## src/inc/arh_pkg.sv

```systemverilog
package arh_pkg;

    localparam int RESULT_W = 18;

    // Interface select codes
    localparam logic [1:0] ARH_MODE_P18 = 2'h0;
    localparam logic [1:0] ARH_MODE_P16 = 2'h1;
    localparam logic [1:0] ARH_MODE_P8  = 2'h2;
    localparam logic [1:0] ARH_MODE_SER = 2'h3;

    // Conversion timing
    localparam int CLK_PERIOD_NS = 40;
    localparam int CONV_TIME_NS  = 1400;
    localparam int CONV_CYCLES   =
        (CONV_TIME_NS + CLK_PERIOD_NS - 1) / CLK_PERIOD_NS;
    localparam logic [15:0] CONV_LAST = 16'(CONV_CYCLES - 1);

    // Serial clock half periods in system clock cycles, and serial bit counts
    localparam logic [7:0] FAST_HALF = 8'h01;
    localparam logic [7:0] SLOW_HALF = 8'h02;
    localparam logic [7:0] BASE_HALF = 8'h01;
    localparam logic [4:0] FAST_BITS = 5'h0e;
    localparam logic [4:0] LAST_BIT  = 5'h11;
    localparam logic [4:0] ALL_BITS  = 5'h12;

    // Reset values
    localparam logic [17:0] WORD_RST = 18'h00000;
    localparam logic [15:0] CNT_RST  = 16'h0000;
    localparam logic [7:0]  DIV_RST  = 8'h00;
    localparam logic [4:0]  BITS_RST = 5'h00;

    typedef enum logic [2:0] {
        ARH_IDLE = 3'b001,
        ARH_CONV = 3'b010,
        ARH_SEND = 3'b100
    } arh_state_e;

    typedef struct packed {
        logic [1:0] mode;
        logic       coding;
        logic       ext_clk;
        logic       clk_inv;
        logic       frm_inv;
        logic       read_during_convert;
        logic [1:0] div;
    } arh_cfg_s;

endpackage
```

## src/design/arh_pair_buf.sv

```systemverilog
`timescale 1ns/1ps
module arh_pair_buf
    import arh_pkg::*;
#(
    parameter int W = 18
)(
    input  wire logic         clk_in,
    input  wire logic         rst_n_in,
    input  wire logic         flush_in,
    input  wire logic         in_valid_in,
    output logic              in_ready_out,
    input  wire logic [W-1:0] in_data_in,
    output logic              out_valid_out,
    input  wire logic         out_ready_in,
    output logic [W-1:0]      out_data_out
);

    logic [W-1:0] d0_reg;
    logic [W-1:0] d0_next;
    logic [W-1:0] d1_reg;
    logic [W-1:0] d1_next;
    logic [1:0]   cnt_reg;
    logic [1:0]   cnt_next;
    logic         push;
    logic         pop;

    assign in_ready_out  = (cnt_reg != 2'h2);
    assign out_valid_out = (cnt_reg != 2'h0);
    assign out_data_out  = d0_reg;
    assign push          = in_valid_in && in_ready_out;
    assign pop           = out_valid_out && out_ready_in;

    always_comb
    begin
        d0_next  = d0_reg;
        d1_next  = d1_reg;
        cnt_next = cnt_reg;
        if (flush_in)
        begin
            cnt_next = 2'h0;
        end
        else
        begin
            if (pop)
            begin
                d0_next  = d1_reg;
                cnt_next = cnt_next - 2'h1;
            end
            if (push)
            begin
                if (cnt_next == 2'h0)
                    d0_next = in_data_in;
                else
                    d1_next = in_data_in;
                cnt_next = cnt_next + 2'h1;
            end
        end
    end

    always_ff @(posedge clk_in or negedge rst_n_in)
    begin
        if (!rst_n_in)
        begin
            d0_reg  <= '0;
            d1_reg  <= '0;
            cnt_reg <= 2'h0;
        end
        else
        begin
            d0_reg  <= d0_next;
            d1_reg  <= d1_next;
            cnt_reg <= cnt_next;
        end
    end

endmodule // arh_pair_buf

```

## src/design/arh_port.sv

```systemverilog
`timescale 1ns/1ps
// Notes on behaviour
// - Outputs float unless select and read low
// - Reset rise aborts conversion, floats data bus
// - Reset fall clears state and output data
// - Select 0/1/2 gives 18/16/8-bit bus
// - Master parallel: bus driven with each result
// - 18-bit bus always straight binary
// - Word selects pick two words or three bytes
// - Coding input picks twos complement elsewhere
// - Select 3 gives serial port on data pins
// - Serial result MSB first, 18 clocks
// - Serial mode configuration taken directly from input pins
// - Internal clock source: device makes clock, frame
// - Invert inputs flip clock and frame polarity
// - Read during convert: previous result, two periods
// - Read after convert: busy until bits sent
// - Read after convert: divider sets clock period
// - External clock shifts only when selected, read
// - External clock may idle high or low
// - Convert start fall begins conversion; reset rise or nrst_in low aborts it
// - Incomplete slave read ends in error pulse
module arh_port
    import arh_pkg::*;
(
    input  wire logic        mclk_in,
    input  wire logic        nrst_in,
    input  wire logic        reset_in,
    input  wire logic        convert_start_n_in,
    input  wire logic        cs_n_in,
    input  wire logic        rd_n_in,
    input  wire logic [1:0]  mode_in,
    input  wire logic        word_select_lo_in,
    input  wire logic        word_select_hi_in,
    input  wire logic        coding_select_in,
    input  wire logic        clock_source_sel_in,
    input  wire logic        clock_invert_in,
    input  wire logic        frame_invert_in,
    input  wire logic        read_during_convert_in,
    input  wire logic [1:0]  clock_divider_sel_in,
    input  wire logic        serial_result_clock_in,
    input  wire logic [17:0] result_in,
    output logic      [17:0] data_out,
    output logic      [17:0] data_oe_out,
    output logic             busy_out,
    output logic             serial_result_out,
    output logic             serial_oe_out,
    output logic             serial_result_clock_out,
    output logic             serial_clock_oe_out,
    output logic             frame_out,
    output logic             read_overrun_flag_out
);

    ////////////////////////////////////////////////////////////////////////
    // Reset release, input history

    logic [1:0]  rst_sync_reg;
    logic        rst_n;
    logic        cnv_prev_reg;
    logic        pin_prev_reg;
    logic        sclk_prev_reg;
    arh_cfg_s    cfg;

    assign rst_n = rst_sync_reg[1];

    always_ff @(posedge mclk_in or negedge nrst_in)
    begin
        if (!nrst_in)
            rst_sync_reg <= 2'h0;
        else
            rst_sync_reg <= {rst_sync_reg[0], 1'b1};
    end

    always_comb
    begin
        cfg.mode    = mode_in;
        cfg.coding  = coding_select_in;
        cfg.ext_clk = clock_source_sel_in;
        cfg.clk_inv = clock_invert_in;
        cfg.frm_inv = frame_invert_in;
        cfg.read_during_convert     = read_during_convert_in;
        cfg.div     = clock_divider_sel_in;
    end

    always_ff @(posedge mclk_in or negedge rst_n)
    begin
        if (!rst_n)
        begin
            cnv_prev_reg  <= 1'b1;
            pin_prev_reg  <= 1'b0;
            sclk_prev_reg <= 1'b0;
        end
        else
        begin
            cnv_prev_reg  <= convert_start_n_in;
            pin_prev_reg  <= reset_in;
            sclk_prev_reg <= serial_result_clock_in ^ cfg.clk_inv;
        end
    end

    logic rd_en;
    logic serial;
    logic master;
    logic slave;
    logic cnv_fall;
    logic pin_fall;
    logic slave_fall;

    assign rd_en      = !cs_n_in && !rd_n_in;
    assign serial     = (cfg.mode == ARH_MODE_SER);
    assign master     = serial && !cfg.ext_clk;
    assign slave      = serial && cfg.ext_clk;
    assign cnv_fall   = cnv_prev_reg && !convert_start_n_in;
    assign pin_fall   = pin_prev_reg && !reset_in;
    assign slave_fall = sclk_prev_reg &&
                        !(serial_result_clock_in ^ cfg.clk_inv);

    function automatic logic [17:0] code_word(input logic [17:0] w,
                                              input logic [1:0]  m,
                                              input logic        sb);
        if (m == ARH_MODE_P18 || sb)
            code_word = w;
        else
            code_word = {~w[17], w[16:0]};
    endfunction

    ////////////////////////////////////////////////////////////////////////
    // Conversion sequencer

    arh_state_e  st_reg;
    arh_state_e  st_next;
    logic [15:0] cnt_reg;
    logic [15:0] cnt_next;
    logic        busy_reg;
    logic        busy_next;
    logic        ovr_reg;
    logic        ovr_next;
    logic        conv_end;
    logic        buf_in_ready;
    logic        buf_valid;
    logic [17:0] buf_data;
    logic        act_reg;
    logic [4:0]  bits_reg;
    logic        tx_done;
    logic        pop;

    assign conv_end = (st_reg == ARH_CONV) && (cnt_reg == CONV_LAST);

    always_comb
    begin
        st_next  = st_reg;
        cnt_next = cnt_reg;
        ovr_next = 1'b0;
        if (reset_in)
        begin
            st_next  = ARH_IDLE;
            cnt_next = CNT_RST;
        end
        else
        begin
            case (st_reg)
                ARH_IDLE:
                begin
                    if (cnv_fall && buf_in_ready)
                    begin
                        st_next  = ARH_CONV;
                        cnt_next = CNT_RST;
                    end
                end
                ARH_CONV:
                begin
                    if (conv_end)
                    begin
                        st_next  = (master && !cfg.read_during_convert) ? ARH_SEND
                                                        : ARH_IDLE;
                        cnt_next = CNT_RST;
                        ovr_next = slave && bits_reg != BITS_RST &&
                                   bits_reg < ALL_BITS;
                    end
                    else
                        cnt_next = cnt_reg + 16'h0001;
                end
                ARH_SEND:
                begin
                    if (tx_done)
                        st_next = ARH_IDLE;
                end
                default:
                    st_next = ARH_IDLE;
            endcase
        end
        busy_next = (st_next != ARH_IDLE);
    end

    always_ff @(posedge mclk_in or negedge rst_n)
    begin
        if (!rst_n)
        begin
            st_reg   <= ARH_IDLE;
            cnt_reg  <= CNT_RST;
            busy_reg <= 1'b0;
            ovr_reg  <= 1'b0;
        end
        else
        begin
            st_reg   <= st_next;
            cnt_reg  <= cnt_next;
            busy_reg <= busy_next;
            ovr_reg  <= ovr_next;
        end
    end

    // Two results may wait here while a serial transfer is still running
    arh_pair_buf #(
        .W (RESULT_W)
    ) u_buf (
        .clk_in        (mclk_in),
        .rst_n_in      (rst_n),
        .flush_in      (reset_in),
        .in_valid_in   (conv_end),
        .in_ready_out  (buf_in_ready),
        .in_data_in    (result_in),
        .out_valid_out (buf_valid),
        .out_ready_in  (!act_reg),
        .out_data_out  (buf_data)
    );

    assign pop = buf_valid && !act_reg && !reset_in;

    ////////////////////////////////////////////////////////////////////////
    // Result word and serial shifter

    logic [17:0] out_reg;
    logic [17:0] out_next;
    logic [17:0] sh_reg;
    logic [17:0] sh_next;
    logic [4:0]  bits_next;
    logic        act_next;
    logic [7:0]  div_reg;
    logic [7:0]  div_next;
    logic        lvl_reg;
    logic        lvl_next;
    logic [7:0]  half;

    always_comb
    begin
        out_next  = out_reg;
        sh_next   = sh_reg;
        bits_next = bits_reg;
        act_next  = act_reg;
        div_next  = div_reg;
        lvl_next  = lvl_reg;
        tx_done   = 1'b0;
        if (cfg.read_during_convert)
            half = (bits_reg < FAST_BITS) ? FAST_HALF : SLOW_HALF;
        else
            half = BASE_HALF << cfg.div;
        if (pin_fall)
        begin
            out_next  = WORD_RST;
            sh_next   = WORD_RST;
            bits_next = BITS_RST;
            act_next  = 1'b0;
            lvl_next  = 1'b0;
        end
        else if (reset_in)
        begin
            act_next = 1'b0;
            lvl_next = 1'b0;
        end
        else if (act_reg)
        begin
            if (div_reg == half - 8'h01)
            begin
                div_next = DIV_RST;
                lvl_next = !lvl_reg;
                if (lvl_reg)
                begin
                    sh_next   = {sh_reg[16:0], 1'b0};
                    bits_next = bits_reg + 5'h01;
                    if (bits_reg == LAST_BIT)
                    begin
                        act_next = 1'b0;
                        tx_done  = 1'b1;
                    end
                end
            end
            else
                div_next = div_reg + 8'h01;
        end
        else if (pop)
        begin
            out_next  = buf_data;
            sh_next   = code_word(buf_data, cfg.mode, cfg.coding);
            bits_next = BITS_RST;
            if (master && !cfg.read_during_convert)
            begin
                act_next = 1'b1;
                div_next = DIV_RST;
                lvl_next = 1'b0;
            end
        end
        else if (master && cfg.read_during_convert && st_reg == ARH_IDLE &&
                 cnv_fall && buf_in_ready)
        begin
            sh_next   = code_word(out_reg, cfg.mode, cfg.coding);
            bits_next = BITS_RST;
            act_next  = 1'b1;
            div_next  = DIV_RST;
            lvl_next  = 1'b0;
        end
        else if (slave && rd_en && slave_fall && bits_reg < ALL_BITS)
        begin
            sh_next   = {sh_reg[16:0], 1'b0};
            bits_next = bits_reg + 5'h01;
        end
    end

    always_ff @(posedge mclk_in or negedge rst_n)
    begin
        if (!rst_n)
        begin
            out_reg  <= WORD_RST;
            sh_reg   <= WORD_RST;
            bits_reg <= BITS_RST;
            act_reg  <= 1'b0;
            div_reg  <= DIV_RST;
            lvl_reg  <= 1'b0;
        end
        else
        begin
            out_reg  <= out_next;
            sh_reg   <= sh_next;
            bits_reg <= bits_next;
            act_reg  <= act_next;
            div_reg  <= div_next;
            lvl_reg  <= lvl_next;
        end
    end

    ////////////////////////////////////////////////////////////////////////
    // Pin drivers

    logic [17:0] data_next;
    logic [17:0] oe_next;
    logic [17:0] w;
    logic        oe_all;

    always_comb
    begin
        w         = code_word(out_reg, cfg.mode, cfg.coding);
        oe_all    = rd_en && !reset_in;
        data_next = WORD_RST;
        oe_next   = WORD_RST;
        case (cfg.mode)
            ARH_MODE_P18:
            begin
                data_next = out_reg;
                oe_next   = {18{oe_all}};
            end
            ARH_MODE_P16:
            begin
                data_next[15:0] = word_select_lo_in ? {w[1:0], 14'h0000}
                                                    : w[17:2];
                oe_next[15:0]   = {16{oe_all}};
            end
            ARH_MODE_P8:
            begin
                case ({word_select_hi_in, word_select_lo_in})
                    2'h0:    data_next[7:0] = w[17:10];
                    2'h1:    data_next[7:0] = w[9:2];
                    default: data_next[7:0] = {w[1:0], 6'h00};
                endcase
                oe_next[7:0] = {8{oe_all}};
            end
            default:
            begin
                data_next = WORD_RST;
                oe_next   = WORD_RST;
            end
        endcase
    end

    always_ff @(posedge mclk_in or negedge rst_n)
    begin
        if (!rst_n)
        begin
            data_out                <= WORD_RST;
            data_oe_out             <= WORD_RST;
            busy_out                <= 1'b0;
            serial_result_out       <= 1'b0;
            serial_oe_out           <= 1'b0;
            serial_result_clock_out <= 1'b0;
            serial_clock_oe_out     <= 1'b0;
            frame_out               <= 1'b0;
            read_overrun_flag_out   <= 1'b0;
        end
        else
        begin
            data_out                <= data_next;
            data_oe_out             <= oe_next;
            busy_out                <= busy_reg;
            serial_result_out       <= sh_reg[17];
            serial_oe_out           <= oe_all && serial;
            serial_result_clock_out <= lvl_reg ^ cfg.clk_inv;
            serial_clock_oe_out     <= oe_all && master;
            frame_out               <= act_reg ^ cfg.frm_inv;
            read_overrun_flag_out   <= ovr_reg;
        end
    end
endmodule // arh_port

```

## config.mk

```make
export PLATFORM = sky130hd
export DESIGN_NAME = arh_port
export DESIGN_NICKNAME = d
export VERILOG_FILES = /design/src/inc/arh_pkg.sv /design/src/design/arh_pair_buf.sv /design/src/design/arh_port.sv
export SDC_FILE = /design/constraint.sdc
export NUM_CORES = 1
export LEC_CHECK = 0
export ABC_AREA = 1
export ABC_CLOCK_PERIOD_IN_PS = 6300
export BUFFER_PORTS_ARGS = -buffer_cell sky130_fd_sc_hd__clkbuf_2
export CORE_ASPECT_RATIO = 1.2
export CORE_MARGIN = 5
export CORE_UTILIZATION = 40
export CTS_BUF_LIST = sky130_fd_sc_hd__clkbuf_2 sky130_fd_sc_hd__clkbuf_4 sky130_fd_sc_hd__clkbuf_8
export DETAILED_ROUTE_END_ITERATION = 8
export REMOVE_ABC_BUFFERS = 1
export SLEW_MARGIN = 40
export SYNTH_ARGS = -nofsm -noshare
export SYNTH_HDL_FRONTEND = slang
export SYNTH_SLANG_ARGS = --single-unit
export TNS_END_PERCENT = 20
```

## constraint.sdc

```tcl
create_clock -name mclk_in -period 6.3 [get_ports mclk_in]
set_clock_uncertainty 0.2 [all_clocks]
set_input_delay 0.63 -clock mclk_in [delete_from_list [all_inputs] [get_ports mclk_in]]
set_output_delay 0.63 -clock mclk_in [all_outputs]
set_load 0.02 [all_outputs]
```

==> impl_table.tex, run 1 <==
\begin{tabular}{lr}
\hline
Metric & Value \\
\hline
\multicolumn{2}{l}{\textbf{Placement}} \\
\quad Placed insts & 1300 \\
\quad Final HPWL DP & approximately 14000 um \\
\quad Count of input and output buffers & between 70 and 80 \\
\quad Placer congestion estimate & about 0.91 \\
\quad Placement Cell Area & between 8000 and 9000 um\^{}2 \\
\multicolumn{2}{l}{\textbf{Floorplanning}} \\
\quad Number of rows created at floorplan & 56 \\
\quad Die Wd & between 100 and 150 um \\
\quad Height of the die & between 150 and 200 um \\
\quad CORE AREA & a little under 20000 um\^{}2 \\
\quad Starting Density & about two fifths \\
\quad DIE AREA & roughly 22000 um\^{}2 \\
\quad Boundary pin count & 79 \\
\multicolumn{2}{l}{\textbf{Worst setup path}} \\
\quad Maximum fanout count along the critical path & 40 \\
\quad Reg2reg end & sh\_reg[4] \\
\quad Nature of the critical path endpoint & register \\
\quad Signal arrival time at the worst endpoint & approximately 3.8 ns \\
\quad Reg2Reg Launch Point & u\_buf.cnt\_reg[1] \\
\quad Startpoint class of the critical path & register \\
\quad Crit Path Category & reg2reg \\
\quad Required time worst endpoint & 6.46 ns \\
\quad Depth of the most critical reg-to-reg path & 12 \\
\quad CP startpoint & u\_buf.cnt\_reg[1] \\
\quad R2R Setup Slk & $\sim$2.6 ns \\
\multicolumn{2}{l}{\textbf{Finish}} \\
\quad Non-Filler Instances & $\sim$1300 \\
\quad NumNets Final & approximately 1100 \\
\quad Number of antenna repair diodes & 0 \\
\quad Area of all placed cells without fillers & approximately 8600 um\^{}2 \\
\quad Total of fill cells in the finished design & between 1500 and 2000 \\
\quad Post-synthesis to final-layout area growth & 10.5\% \\
\quad Proportion of layout cells with a drive suffix above 1 & $\sim$14\% \\
\quad Final standard cell utilization of the core & 44.5\% \\
\quad Storage element area & $\sim$3600 um\^{}2 \\
\quad Combined area of the multi-input logic cells & around 3500 um\^{}2 \\
\multicolumn{2}{l}{\textbf{Synthesis}} \\
\quad Post-synthesis cell area & 7820 um\^{}2 \\
\quad Post-synthesis adder-cell area fraction & under 10\% \\
\quad Post-synthesis sequential element count & between 100 and 150 \\
\quad Warnings, synthesis & 0 \\
\quad Unique cell type count in the Yosys netlist & 44 \\
\quad Post-synthesis instance total & roughly 1000 \\
\quad Sequential-to-total area share from yosys stat & between 40\% and 50\% \\
\quad Xor and xnor area share after synthesis & under 10\% \\
\quad Number of synthesized flops with an enable pin & 0 \\
\quad Compound-Gate Fraction of Synth Area & 11.9\% \\
\quad Biggest area contributors in the synthesized netlist & sky130\_fd\_sc\_hd\_\_dfrtp\_1, sky130\_fd\_sc\_hd\_\_nand2\_1, sky130\_fd\_sc\_hd\_\_inv\_1 \\
\quad Synth Flop Type & sky130\_fd\_sc\_hd\_\_dfrtp\_1 \\
\quad Count leader, synth & sky130\_fd\_sc\_hd\_\_nand2\_1 \\
\quad Simple-gate share of the synthesized area & a little over a quarter \\
\quad Commonest cells in the netlist & sky130\_fd\_sc\_hd\_\_nand2\_1, sky130\_fd\_sc\_hd\_\_dfrtp\_1, sky130\_fd\_sc\_hd\_\_inv\_1 \\
\quad Average size of a mapped cell & about 7.7 um\^{}2 \\
\quad Post-synthesis mux area share & 2.30\% \\
\quad Share of the synthesized area in the top cell type & 45.1\% \\
\quad Dominant combinational cell family by area after synthesis & simple AND/OR/NAND/NOR gates \\
\quad Cell taking the most area after synthesis & sky130\_fd\_sc\_hd\_\_dfrtp\_1 \\
\quad Ys async rst share & 100\% \\
\multicolumn{2}{l}{\textbf{Global routing}} \\
\quad Residual overflow from global routing & 0 \\
\quad Global Route Usage Sum & about 19\% \\
\quad Via count of the first global-routing pass & approximately 6500 \\
\quad Number of antenna violations at the first check in global routing & 0 \\
\quad Maximum number of pins on one net before global-route repair & 55 \\
\quad Wire length of the first global-routing pass & about 33000 um \\
\multicolumn{2}{l}{\textbf{Clock network}} \\
\quad Clk sinks & 143 \\
\quad Number of buffers inserted during clock tree synthesis & 17 \\
\quad Clock slew seen by the registers of the worst setup and hold paths & about 0.09 ns \\
\quad H-Tree Depth & 4 \\
\quad Buffer cell driving the clock tree root & sky130\_fd\_sc\_hd\_\_clkbuf\_8 \\
\quad Clock latency at the later pin of the worst-skew pair & between 0.4 and 0.5 ns \\
\quad Number of buffers inserted to repair setup after CTS & 0 \\
\quad Post-cts repair resize count & 0 \\
\quad Max Buffers Root-to-Sink & 2 \\
\quad TritonCTS clock tree & done \\
\multicolumn{2}{l}{\textbf{Hold path}} \\
\quad Capture endpoint of the worst hold path & cnv\_prev\_reg \\
\quad Worst Hold Launch & convert\_start\_n\_in \\
\quad Type of the most critical hold path & in2reg \\
\quad Cell count of the worst hold path & 1 \\
\multicolumn{2}{l}{\textbf{Timing}} \\
\quad Final setup violating endpoints & 0 \\
\quad Minimum clock period after layout & 3.66 ns \\
\quad Fin. Hold Viols & 0 \\
\quad Setup repair after global routing missed its margin & false \\
\quad Max-slew violation count & 0 \\
\quad Setup TNS & 0 ns \\
\quad Post-route clock period utilization & 58.1\% \\
\quad Worst Max-Slew Pin Slew & between 0.7 and 0.8 ns \\
\quad Headroom to the max-slew limit & between 40\% and 50\% \\
\quad Highest attainable clock frequency & around 0.27 GHz \\
\multicolumn{2}{l}{\textbf{Drt}} \\
\quad Post-route DRC & 0 \\
\quad Drt wl/cell & approximately 15 um \\
\quad Count of antenna-violating nets left after detailed routing & 0 \\
\quad Total Routed Length & a little under 20000 um \\
\quad Via Count & around 6700 \\
\quad First drt pass iteration count & 7 \\
\quad Vias/cell & 5.06 \\
\quad DRC marker count from the first detailed-route iteration & about 460 \\
\multicolumn{2}{l}{\textbf{Pwr}} \\
\quad Cell leakage power & roughly 0.0043 uW \\
\quad Total power density per cell area & 296 nW/um\^{}2 \\
\quad Worst IR drop on VDD & 132 uV \\
\multicolumn{2}{l}{\textbf{Run}} \\
\quad Max-cap viol count & 0 \\
\multicolumn{2}{l}{\textbf{Outcome}} \\
\quad Run status & completed \\
\hline
\end{tabular}
==> where the power goes <==
part	total (uW)	internal (uW)	leakage (uW)	switching (uW)
registers	1100	1010	0.00195	86.3
logic	758	271	0.00213	487
clock network	704	296	0.000178	408
==> stage by stage <==
stage	hold slack [ns]	setup WS, ns	power (uW)
final	0.0977	2.64	2560
after global routing	0.0644	2.28	2740
after CTS	0.0673	2.63	2590
after detailed placement	0.143	2.30	1880
after global placement	0.137	2.41	1860
after floorplan	0.131	1.82	1670
==> logic make-up (layout without fill, tap and decap cells) <==
kind of cell / count (synthesis) / after routing
fa+ha+maj: 11 / 11
simple gates: 480 / 480
buf+inv: 176 / 237
flops: 143 / 143
mux: 18 / 18
compound gates: 164 / 164
other cells: 1 / 1
xor+xnor: 18 / 18
==> worst max-delay path, stage by stage, from the launching register on <==
cell and delay, ns:
sky130_fd_sc_hd__dfrtp_1 0.39, sky130_fd_sc_hd__inv_1 0.05, sky130_fd_sc_hd__ha_1 0.23, sky130_fd_sc_hd__nor2_8 0.40, sky130_fd_sc_hd__nand2_2 0.44, sky130_fd_sc_hd__inv_4 0.33, sky130_fd_sc_hd__nor2_4 0.12, sky130_fd_sc_hd__inv_4 0.21
sky130_fd_sc_hd__nor2_2 0.09, sky130_fd_sc_hd__a21oi_4 0.54, sky130_fd_sc_hd__nand2_4 0.31, sky130_fd_sc_hd__nand2_1 0.14, sky130_fd_sc_hd__nand2_1 0.05
==> layout make-up <==
cell class	instances	share of cell area, %
flip-flops and latches	143	41.5
repair buffers	84	5.07
multi-input cells	692	40.1
clock buffers	18	2.87
clock inverters	14	1.45
well taps	261	3.78
inverters	121	5.31
==> worst max-delay path by stage <==
stage / endpoint / slack (ns) / cells after the start
2_1_floorplan: act_reg / 1.82 / 0
3_3_place_gp: sh_reg[1] / 2.41 / 12
3_5_place_dp: sh_reg[12] / 2.30 / 12
4_1_cts: sh_reg[4] / 2.63 / 12
5_1_grt: sh_reg[4] / 2.28 / 12
6_report: sh_reg[4] / 2.64 / 12
==> routing by layer <==
metal  wire, um  up-vias  global-route usage (%)
li1           -     3370                       -
met1       8850     3191                    24.2
met4        527        0                    6.72
met5          0        -                       0
met3        910       32                    4.00
met2       9520      150                    30.1
==> what timing repair did <==
action / in CTS / in global routing
hold endpoints to repair: 2 / 0
setup endpoints to repair: 0 / 0
hold buffers: 1 / 0
==> placed cells by master, fill, tap and decap left out, types with 5 or more instances in the layout <==
master,n
sky130_fd_sc_hd__nand2_1,281
sky130_fd_sc_hd__dfrtp_1,140
sky130_fd_sc_hd__inv_1,102
sky130_fd_sc_hd__nor2_1,78
sky130_fd_sc_hd__clkbuf_2,78
sky130_fd_sc_hd__nand3_1,72
sky130_fd_sc_hd__o21ai_0,72
sky130_fd_sc_hd__o22ai_1,30
sky130_fd_sc_hd__o21ai_1,30
sky130_fd_sc_hd__mux2i_1,18
sky130_fd_sc_hd__clkbuf_8,18
sky130_fd_sc_hd__inv_2,16
sky130_fd_sc_hd__xor2_1,15
sky130_fd_sc_hd__nor3_1,15
sky130_fd_sc_hd__nand4_1,13
sky130_fd_sc_hd__a21oi_1,10
sky130_fd_sc_hd__ha_1,10
sky130_fd_sc_hd__o221ai_1,6
sky130_fd_sc_hd__nand3b_1,5
sky130_fd_sc_hd__a22oi_1,5
sky130_fd_sc_hd__buf_4,5
Power figures use the tool's default switching activity.
==> inputs of run 2 (changes only) <==
Settings changed: ABC_AREA 1 to 0, ABC_CLOCK_PERIOD_IN_PS 6300 to 3800.
Clock period 6.3 ns to 3.8 ns, I/O delays scaled along.
==> run 2 against run 1 <==
First-iteration DRC count shrank 5.8%. Critical path depth shrank 3. Routed wire length shrank 11%. Worst setup slack worse by 2.3 ns. Sequential cell count unchanged.
==> impl_table.tex, run 2 <==
\begin{tabular}{lr}
\hline
Metric & Value \\
\hline
\multicolumn{2}{l}{\textbf{Global routing}} \\
\quad Residual overflow from global routing & 0 (unchanged) \\
\quad Maximum number of pins on one net before global-route repair & 102 (was 55) \\
\quad Via count of the first global-routing pass & 5678 (was 6459) \\
\quad Number of antenna violations at the first check in global routing & 0 (unchanged) \\
\quad Global Route Usage Sum & 18.5\% (about the same) \\
\quad Wire length of the first global-routing pass & 29700 um (was 32700 um) \\
\multicolumn{2}{l}{\textbf{Finish}} \\
\quad Commonest non-fill, non-tap cells in the layout & sky130\_fd\_sc\_hd\_\_dfrtp\_1, sky130\_fd\_sc\_hd\_\_nand2\_1, sky130\_fd\_sc\_hd\_\_clkbuf\_2 (was sky130\_fd\_sc\_hd\_\_nand2\_1, sky130\_fd\_sc\_hd\_\_dfrtp\_1, sky130\_fd\_sc\_hd\_\_inv\_1) \\
\quad Combined area of the multi-input logic cells & 3090 um\^{}2 (was 3460 um\^{}2) \\
\quad NumNets Final & 835 (was 1106) \\
\quad Area of all placed cells without fillers & 8230 um\^{}2 (was 8640 um\^{}2) \\
\quad Storage element area & 3580 um\^{}2 (unchanged) \\
\quad Final standard cell utilization of the core & 47.4\% (was 44.5\%) \\
\quad Leading cell type in the layout, fill and taps excluded & sky130\_fd\_sc\_hd\_\_dfrtp\_1 (was sky130\_fd\_sc\_hd\_\_nand2\_1) \\
\quad Number of antenna repair diodes & 0 (unchanged) \\
\quad Proportion of layout cells with a drive suffix above 1 & 22.7\% (was 14.3\%) \\
\quad Total of fill cells in the finished design & 1654 (was 1976) \\
\quad Post-synthesis to final-layout area growth & 17.1\% (was 10.5\%) \\
\multicolumn{2}{l}{\textbf{Placement}} \\
\quad Count of input and output buffers & 78 (unchanged) \\
\quad Placer congestion estimate & 0.852 (was 0.907) \\
\quad Final HPWL DP & 12400 um (was 14200 um) \\
\quad Placement Cell Area & 7560 um\^{}2 (was 8260 um\^{}2) \\
\multicolumn{2}{l}{\textbf{Synthesis}} \\
\quad Share of the synthesized area in the top cell type & 50.2\% (was 45.1\%) \\
\quad Ys async rst share & 100\% (unchanged) \\
\quad Number of synthesized flops with an enable pin & 0 (unchanged) \\
\quad Post-synthesis adder-cell area fraction & 1.96\% (was 1.76\%) \\
\quad Post-synthesis mux area share & 7.69\% (was 2.30\%) \\
\quad Post-synthesis instance total & 695 (was 1011) \\
\quad Post-synthesis cell area & 7030 um\^{}2 (was 7820 um\^{}2) \\
\quad Cell taking the most area after synthesis & sky130\_fd\_sc\_hd\_\_dfrtp\_1 (unchanged) \\
\quad Warnings, synthesis & 0 (unchanged) \\
\quad Commonest cells in the netlist & sky130\_fd\_sc\_hd\_\_dfrtp\_1, sky130\_fd\_sc\_hd\_\_nand2\_1, sky130\_fd\_sc\_hd\_\_nor2\_1 (was sky130\_fd\_sc\_hd\_\_nand2\_1, sky130\_fd\_sc\_hd\_\_dfrtp\_1, sky130\_fd\_sc\_hd\_\_inv\_1) \\
\quad Average size of a mapped cell & 10.1 um\^{}2 (was 7.73 um\^{}2) \\
\quad Simple-gate share of the synthesized area & 17.1\% (was 26.1\%) \\
\quad Compound-Gate Fraction of Synth Area & 14.7\% (was 11.9\%) \\
\quad Biggest area contributors in the synthesized netlist & sky130\_fd\_sc\_hd\_\_dfrtp\_1, sky130\_fd\_sc\_hd\_\_nand2\_1, sky130\_fd\_sc\_hd\_\_a21oi\_1 (was sky130\_fd\_sc\_hd\_\_dfrtp\_1, sky130\_fd\_sc\_hd\_\_nand2\_1, sky130\_fd\_sc\_hd\_\_inv\_1) \\
\quad Xor and xnor area share after synthesis & 2.37\% (was 2.02\%) \\
\quad Unique cell type count in the Yosys netlist & 68 (was 44) \\
\quad Count leader, synth & sky130\_fd\_sc\_hd\_\_dfrtp\_1 (was sky130\_fd\_sc\_hd\_\_nand2\_1) \\
\quad Post-synthesis sequential element count & 143 (unchanged) \\
\quad Dominant combinational cell family by area after synthesis & simple AND/OR/NAND/NOR gates (unchanged) \\
\quad Sequential-to-total area share from yosys stat & 51.0\% (was 45.8\%) \\
\quad Synth Flop Type & sky130\_fd\_sc\_hd\_\_dfrtp\_1 (unchanged) \\
\multicolumn{2}{l}{\textbf{Worst setup path}} \\
\quad Cells traversed along the worst timing path & nand3\_1, a31oi\_1, ha\_1, xnor2\_1, or4\_4, a211oi\_4, o2111ai\_4, nand2\_4, mux2\_2 (was inv\_1, ha\_1, nor2\_8, nand2\_2, inv\_4, nor2\_4, inv\_4, nor2\_2, a21oi\_4, nand2\_4, nand2\_1, nand2\_1) \\
\quad Buffer and inverter count on the worst path & 0 (was 3) \\
\quad Largest stage delay on the critical path & 0.46 ns (was 0.54 ns) \\
\quad Crit-path leading delay family & simple AND/OR/NAND/NOR gates (unchanged) \\
\quad Required time worst endpoint & 3.94 ns (was 6.46 ns) \\
\quad Signal arrival time at the worst endpoint & 3.59 ns (was 3.82 ns) \\
\quad Maximum fanout count along the critical path & 22 (was 40) \\
\quad Nature of the critical path endpoint & register (unchanged) \\
\quad Startpoint class of the critical path & register (unchanged) \\
\quad Slowest cell on crit path & sky130\_fd\_sc\_hd\_\_dfrtp\_1 (was sky130\_fd\_sc\_hd\_\_a21oi\_4) \\
\quad Crit Path Category & reg2reg (unchanged) \\
\multicolumn{2}{l}{\textbf{Floorplanning}} \\
\quad CORE AREA & 17400 um\^{}2 (was 19400 um\^{}2) \\
\quad Height of the die & 155 um (was 163 um) \\
\quad Boundary pin count & 79 (unchanged) \\
\quad DIE AREA & 20300 um\^{}2 (was 22500 um\^{}2) \\
\quad Number of rows created at floorplan & 53 (was 56) \\
\quad Die Wd & 131 um (was 138 um) \\
\quad Starting Density & 40.5\% (was 40.3\%) \\
\multicolumn{2}{l}{\textbf{Clock network}} \\
\quad Clock latency at the later pin of the worst-skew pair & 0.46 ns (about the same) \\
\quad TritonCTS clock tree & done (unchanged) \\
\quad Number of buffers inserted during clock tree synthesis & 17 (unchanged) \\
\quad Buffer cell driving the clock tree root & sky130\_fd\_sc\_hd\_\_clkbuf\_8 (unchanged) \\
\quad Clk sinks & 143 (unchanged) \\
\quad Clock slew seen by the registers of the worst setup and hold paths & 0.08 ns (was 0.09 ns) \\
\quad Post-cts repair resize count & 0 (unchanged) \\
\quad H-Tree Depth & 4 (unchanged) \\
\quad Number of buffers inserted to repair setup after CTS & 0 (unchanged) \\
\quad Max Buffers Root-to-Sink & 2 (unchanged) \\
\multicolumn{2}{l}{\textbf{Drt}} \\
\quad Top metal layer carrying routed signals & met4 (unchanged) \\
\quad Post-route DRC & 0 (unchanged) \\
\quad Wire length on met2 & 8890 um (was 9520 um) \\
\quad Vias/cell & 5.43 (was 5.06) \\
\quad Routed metal-1 wirelength & 7780 um (was 8850 um) \\
\quad Count of antenna-violating nets left after detailed routing & 0 (unchanged) \\
\quad First drt pass iteration count & 6 (was 7) \\
\quad Total Routed Length & 17600 um (was 19800 um) \\
\quad Drt wl/cell & 17.3 um (was 14.9 um) \\
\quad DRC marker count from the first detailed-route iteration & 437 (was 464) \\
\quad Metal3 WL & 738 um (was 910 um) \\
\quad Via Count & 5546 (was 6743) \\
\multicolumn{2}{l}{\textbf{Timing}} \\
\quad Worst Max-Slew Pin Slew & 0.815 ns (was 0.761 ns) \\
\quad Final setup violating endpoints & 0 (unchanged) \\
\quad Setup repair after global routing missed its margin & false (unchanged) \\
\quad Headroom to the max-slew limit & 45.6\% (was 49.1\%) \\
\quad Post-route clock period utilization & 91.0\% (was 58.1\%) \\
\quad Max-slew violation count & 0 (unchanged) \\
\quad Minimum clock period after layout & 3.46 ns (was 3.66 ns) \\
\quad Highest attainable clock frequency & 0.289 GHz (was 0.273 GHz) \\
\quad Worst hold slack & 0.0844 ns (was 0.0977 ns) \\
\quad Fin. Hold Viols & 0 (unchanged) \\
\multicolumn{2}{l}{\textbf{Hold path}} \\
\quad Type of the most critical hold path & in2reg (unchanged) \\
\multicolumn{2}{l}{\textbf{Pwr}} \\
\quad Cell leakage power & 0.00395 uW (was 0.00426 uW) \\
\quad Total power density per cell area & 559 nW/um\^{}2 (was 296 nW/um\^{}2) \\
\quad Worst IR drop on VDD & 306 uV (was 132 uV) \\
\multicolumn{2}{l}{\textbf{Outcome}} \\
\quad Run status & completed (unchanged) \\
\multicolumn{2}{l}{\textbf{Run}} \\
\quad Max-cap viol count & 0 (unchanged) \\
\hline
\end{tabular}
run 2: final cells by class:
type	count	area share [%]
well taps	220	3.34
repair buffers	118	9.30
clock inverters	11	1.69
inverters	25	1.14
multi-input cells	483	37.5
clock buffers	21	3.44
flip-flops and latches	143	43.5
run 2: cells by family (layout without fill, tap and decap cells):
kind of cell | after synthesis | count (layout)
xor gates and xnor gates | 19 | 19
other | 1 | 1
and+or+nand+nor | 246 | 246
buffers and inverters | 69 | 175
muxes | 44 | 44
adders and majority gates | 11 | 11
AOI/OAI and AO/OA | 162 | 162
DFF | 143 | 143
run 2: metrics by stage:
step	power (uW)	setup TNS (ns)	setup WS, ns	instances
after floorplan	2900	-93.93	-0.676	651
after global placement	3290	0	0.243	964
after detailed placement	3330	0	0.167	964
after CTS	4640	0	0.340	1020
after global routing	4900	0	0.107	1021
final	4610	0	0.341	1021
run 2: layer usage:
layer  global-route usage, %  up-vias
met5                       0        -
met4                    5.44        0
met3                    3.91       20
met2                    31.1      132
met1                    23.9     2752
li1                        -     2642
run 2: power by group:
group          switching (uW)  internal (uW)  total (uW)
Combinational             681            517        1200
Clock                     585            704        1290
Sequential                281           1840        2120
run 2: final timing paths:
| path | endpoint | cells after the start | from | slack, ns |
|---|---|---|---|---|
| min in group asynchronous | sh_reg[17] | 0 | rst_sync_reg[1] | 0.12 |
| min | pin_prev_reg | 1 | reset_in | 0.08 |
| max in group asynchronous | cnt_reg[8] | 1 | rst_sync_reg[1] | 2.33 |
| max | sh_reg[2] | 9 | bits_reg[2] | 0.34 |
| max reg2reg | sh_reg[2] | 9 | bits_reg[2] | 0.34 |
| min reg2reg | sh_reg[17] | 0 | rst_sync_reg[1] | 0.12 |
run 2: timing repair:
| action | CTS | global route |
|---|---|---|
| hold buffers | 24 | 1 |
| setup endpoints to repair | 0 | 0 |
| endpoints found under the hold margin | 25 | 1 |
==> inputs of run 3 (changes only) <==
Settings changed: CTS_BUF_LIST sky130_fd_sc_hd__clkbuf_2 sky130_fd_sc_hd__clkbuf_4 sky130_fd_sc_hd__clkbuf_8 to sky130_fd_sc_hd__clkbuf_2.
==> run 3 against run 2 <==
Register-to-register slack lost 0.02 ns. Sequential power is essentially flat. Power shrank 8.1%. Critical endpoint unchanged. Clock power shrank 29%. Largest cell class unchanged. Combinational power is essentially flat. Critical path type unchanged. Clock-buffer cell count shrank 3.
==> impl_table.tex, run 3 (synthesis results as in run 2) <==
\begin{tabular}{lr}
\hline
Metric & Value \\
\hline
\multicolumn{2}{l}{\textbf{Outcome}} \\
\quad Run status & completed (unchanged) \\
\multicolumn{2}{l}{\textbf{Pwr}} \\
\quad Total power density per cell area & 519 nW/um\^{}2 (was 559 nW/um\^{}2) \\
\quad Sw power & 1520 uW (was 1550 uW) \\
\quad Switching power as a share of total power & 35.9\% (was 33.6\%) \\
\quad Register share of total power & 50.0\% (was 46.0\%) \\
\quad Internal power & 2710 uW (was 3060 uW) \\
\quad Cell leakage power & 0.00393 uW (was 0.00395 uW) \\
\quad Portion of total power attributed to the clock network & 21.6\% (was 28.0\%) \\
\quad Comb pwr share & 28.4\% (was 26.0\%) \\
\quad Worst IR drop on VDD & 238 uV (was 306 uV) \\
\multicolumn{2}{l}{\textbf{Clock network}} \\
\quad H-Tree Depth & 4 (unchanged) \\
\quad Max Buffers Root-to-Sink & 2 (unchanged) \\
\quad TritonCTS clock tree & done (unchanged) \\
\quad Clk sinks & 143 (unchanged) \\
\quad Clock slew seen by the registers of the worst setup and hold paths & 0.23 ns (was 0.08 ns) \\
\quad Number of buffers inserted during clock tree synthesis & 17 (unchanged) \\
\quad Buffer cell driving the clock tree root & sky130\_fd\_sc\_hd\_\_clkbuf\_2 (was sky130\_fd\_sc\_hd\_\_clkbuf\_8) \\
\quad Clock latency at the later pin of the worst-skew pair & 0.74 ns (was 0.46 ns) \\
\multicolumn{2}{l}{\textbf{Worst setup path}} \\
\quad Crit-path leading delay family & simple AND/OR/NAND/NOR gates (unchanged) \\
\quad Startpoint class of the critical path & register (unchanged) \\
\quad Nature of the critical path endpoint & register (unchanged) \\
\quad Signal arrival time at the worst endpoint & 3.90 ns (was 3.59 ns) \\
\quad Maximum fanout count along the critical path & 22 (unchanged) \\
\quad Buffer and inverter count on the worst path & 0 (unchanged) \\
\quad Crit Path Category & reg2reg (unchanged) \\
\quad R2R Setup Slk & 0.32 ns (was 0.34 ns) \\
\quad Slowest cell on crit path & sky130\_fd\_sc\_hd\_\_dfrtp\_1 (unchanged) \\
\quad Cells traversed along the worst timing path & nand3\_1, a31oi\_1, ha\_1, xnor2\_1, or4\_4, a211oi\_4, o2111ai\_4, nand2\_4, mux2\_2 (unchanged) \\
\quad Largest stage delay on the critical path & 0.48 ns (was 0.46 ns) \\
\quad Required time worst endpoint & 4.22 ns (was 3.94 ns) \\
\multicolumn{2}{l}{\textbf{Drt}} \\
\quad Post-route DRC & 0 (unchanged) \\
\quad Count of antenna-violating nets left after detailed routing & 0 (unchanged) \\
\quad DRC marker count from the first detailed-route iteration & 394 (was 437) \\
\quad Vias/cell & 5.45 (was 5.43) \\
\quad Drt wl/cell & 17.1 um (was 17.3 um) \\
\quad Via Count & 5626 (was 5546) \\
\quad First drt pass iteration count & 6 (unchanged) \\
\quad Total Routed Length & 17600 um (about the same) \\
\multicolumn{2}{l}{\textbf{Placement}} \\
\quad Placer congestion estimate & 0.852 (unchanged) \\
\quad Count of input and output buffers & 78 (unchanged) \\
\quad Placement Cell Area & 7560 um\^{}2 (unchanged) \\
\quad Placed insts & 964 (unchanged) \\
\quad Final HPWL DP & 12400 um (unchanged) \\
\multicolumn{2}{l}{\textbf{Finish}} \\
\quad Post-synthesis to final-layout area growth & 16.1\% (was 17.1\%) \\
\quad Total of fill cells in the finished design & 1677 (was 1654) \\
\quad Area of all placed cells without fillers & 8160 um\^{}2 (was 8230 um\^{}2) \\
\quad NumNets Final & 846 (was 835) \\
\quad Combined area of the multi-input logic cells & 3090 um\^{}2 (unchanged) \\
\quad Storage element area & 3580 um\^{}2 (unchanged) \\
\quad Proportion of layout cells with a drive suffix above 1 & 22.0\% (was 22.7\%) \\
\quad Commonest non-fill, non-tap cells in the layout & sky130\_fd\_sc\_hd\_\_dfrtp\_1, sky130\_fd\_sc\_hd\_\_clkbuf\_2, sky130\_fd\_sc\_hd\_\_nand2\_1 (was sky130\_fd\_sc\_hd\_\_dfrtp\_1, sky130\_fd\_sc\_hd\_\_nand2\_1, sky130\_fd\_sc\_hd\_\_clkbuf\_2) \\
\quad Leading cell type in the layout, fill and taps excluded & sky130\_fd\_sc\_hd\_\_dfrtp\_1 (unchanged) \\
\quad Non-Filler Instances & 1033 (was 1021) \\
\multicolumn{2}{l}{\textbf{Global routing}} \\
\quad Via count of the first global-routing pass & 5757 (was 5678) \\
\quad Number of antenna violations at the first check in global routing & 1 (was 0) \\
\quad Residual overflow from global routing & 0 (unchanged) \\
\quad Global Route Usage Sum & 18.6\% (was 18.5\%) \\
\quad Wire length of the first global-routing pass & 29900 um (was 29700 um) \\
\quad Maximum number of pins on one net before global-route repair & 102 (unchanged) \\
\multicolumn{2}{l}{\textbf{Timing}} \\
\quad Worst hold slack & 0.123 ns (was 0.0844 ns) \\
\quad Post-route clock period utilization & 91.6\% (was 91.0\%) \\
\quad Final setup violating endpoints & 0 (unchanged) \\
\quad Headroom to the max-slew limit & 45.8\% (was 45.6\%) \\
\quad Setup repair after global routing missed its margin & false (unchanged) \\
\quad Minimum clock period after layout & 3.48 ns (was 3.46 ns) \\
\quad Fin. Hold Viols & 0 (unchanged) \\
\quad Max-slew violation count & 0 (unchanged) \\
\quad Highest attainable clock frequency & 0.287 GHz (was 0.289 GHz) \\
\quad Worst Max-Slew Pin Slew & 0.812 ns (was 0.815 ns) \\
\multicolumn{2}{l}{\textbf{Floorplanning}} \\
\quad DIE AREA & 20300 um\^{}2 (unchanged) \\
\quad Number of rows created at floorplan & 53 (unchanged) \\
\quad Boundary pin count & 79 (unchanged) \\
\quad Height of the die & 155 um (unchanged) \\
\quad Die Wd & 131 um (unchanged) \\
\quad CORE AREA & 17400 um\^{}2 (unchanged) \\
\quad Starting Density & 40.5\% (unchanged) \\
\multicolumn{2}{l}{\textbf{Run}} \\
\quad Max-cap viol count & 0 (unchanged) \\
\multicolumn{2}{l}{\textbf{Hold path}} \\
\quad Type of the most critical hold path & in2reg (unchanged) \\
\hline
\end{tabular}
-- run 3: cell type report --
| cell class | count | share of cell area [%] |
|---|---|---|
| flip-flops and latches | 143 | 43.9 |
| clock buffers | 18 | 1.10 |
| inverters | 25 | 1.15 |
| repair buffers | 129 | 10.7 |
| clock inverters | 14 | 1.84 |
| multi-input cells | 483 | 37.9 |
| well taps | 220 | 3.37 |
| diodes | 1 | 0.0307 |
-- run 3: through the flow --
| step | utilization [%] | TNS, ns | setup slack [ns] | power [uW] |
|---|---|---|---|---|
| 2_1_floorplan | - | -93.93 | -0.676 | 2900 |
| 3_3_place_gp | 43.5 | 0 | 0.243 | 3290 |
| 3_5_place_dp | 43.5 | 0 | 0.167 | 3330 |
| 4_1_cts | 47.0 | 0 | 0.312 | 4270 |
| 5_1_grt | 47.0 | 0 | 0.0813 | 4520 |
| 6_report | 47.0 | 0 | 0.319 | 4230 |
-- run 3: timing repair --
action	4_1_cts	5_1_grt
setup buffers	0	0
endpoints found under the hold margin	67	0
gates resized for setup	0	0
hold buffers	36	0
-- run 3: final timing paths --
path	from	to	depth (start not counted)
max in group asynchronous	rst_sync_reg[1]	cnt_reg[0]	1
min in group asynchronous	rst_sync_reg[1]	sh_reg[17]	0
setup / recovery	bits_reg[1]	sh_reg[2]	9
hold reg to reg	rst_sync_reg[1]	sh_reg[17]	0
hold / removal	convert_start_n_in	cnv_prev_reg	2
setup reg to reg	bits_reg[1]	sh_reg[2]	9
-- run 3: power by group through the flow --
| stage | combinational, uW | sequential (uW) | clock, uW |
|---|---|---|---|
| 3_5_place_dp | 1180 | 2140 | 0 |
| 3_3_place_gp | 1150 | 2140 | 0 |
| 4_1_cts | 1210 | 2110 | 941 |
| 5_1_grt | 1360 | 2160 | 1010 |
| 2_1_floorplan | 785 | 2120 | 0 |
| 6_report | 1200 | 2120 | 915 |
-- run 3: layer usage --
layer  vias up  track usage (%)  routed length, um
met5         -                0                  0
met4         0             6.17                308
met3        23             3.57                770
met2       134             31.5               8900
met1      2797             23.7               7650
li1       2672                -                  -
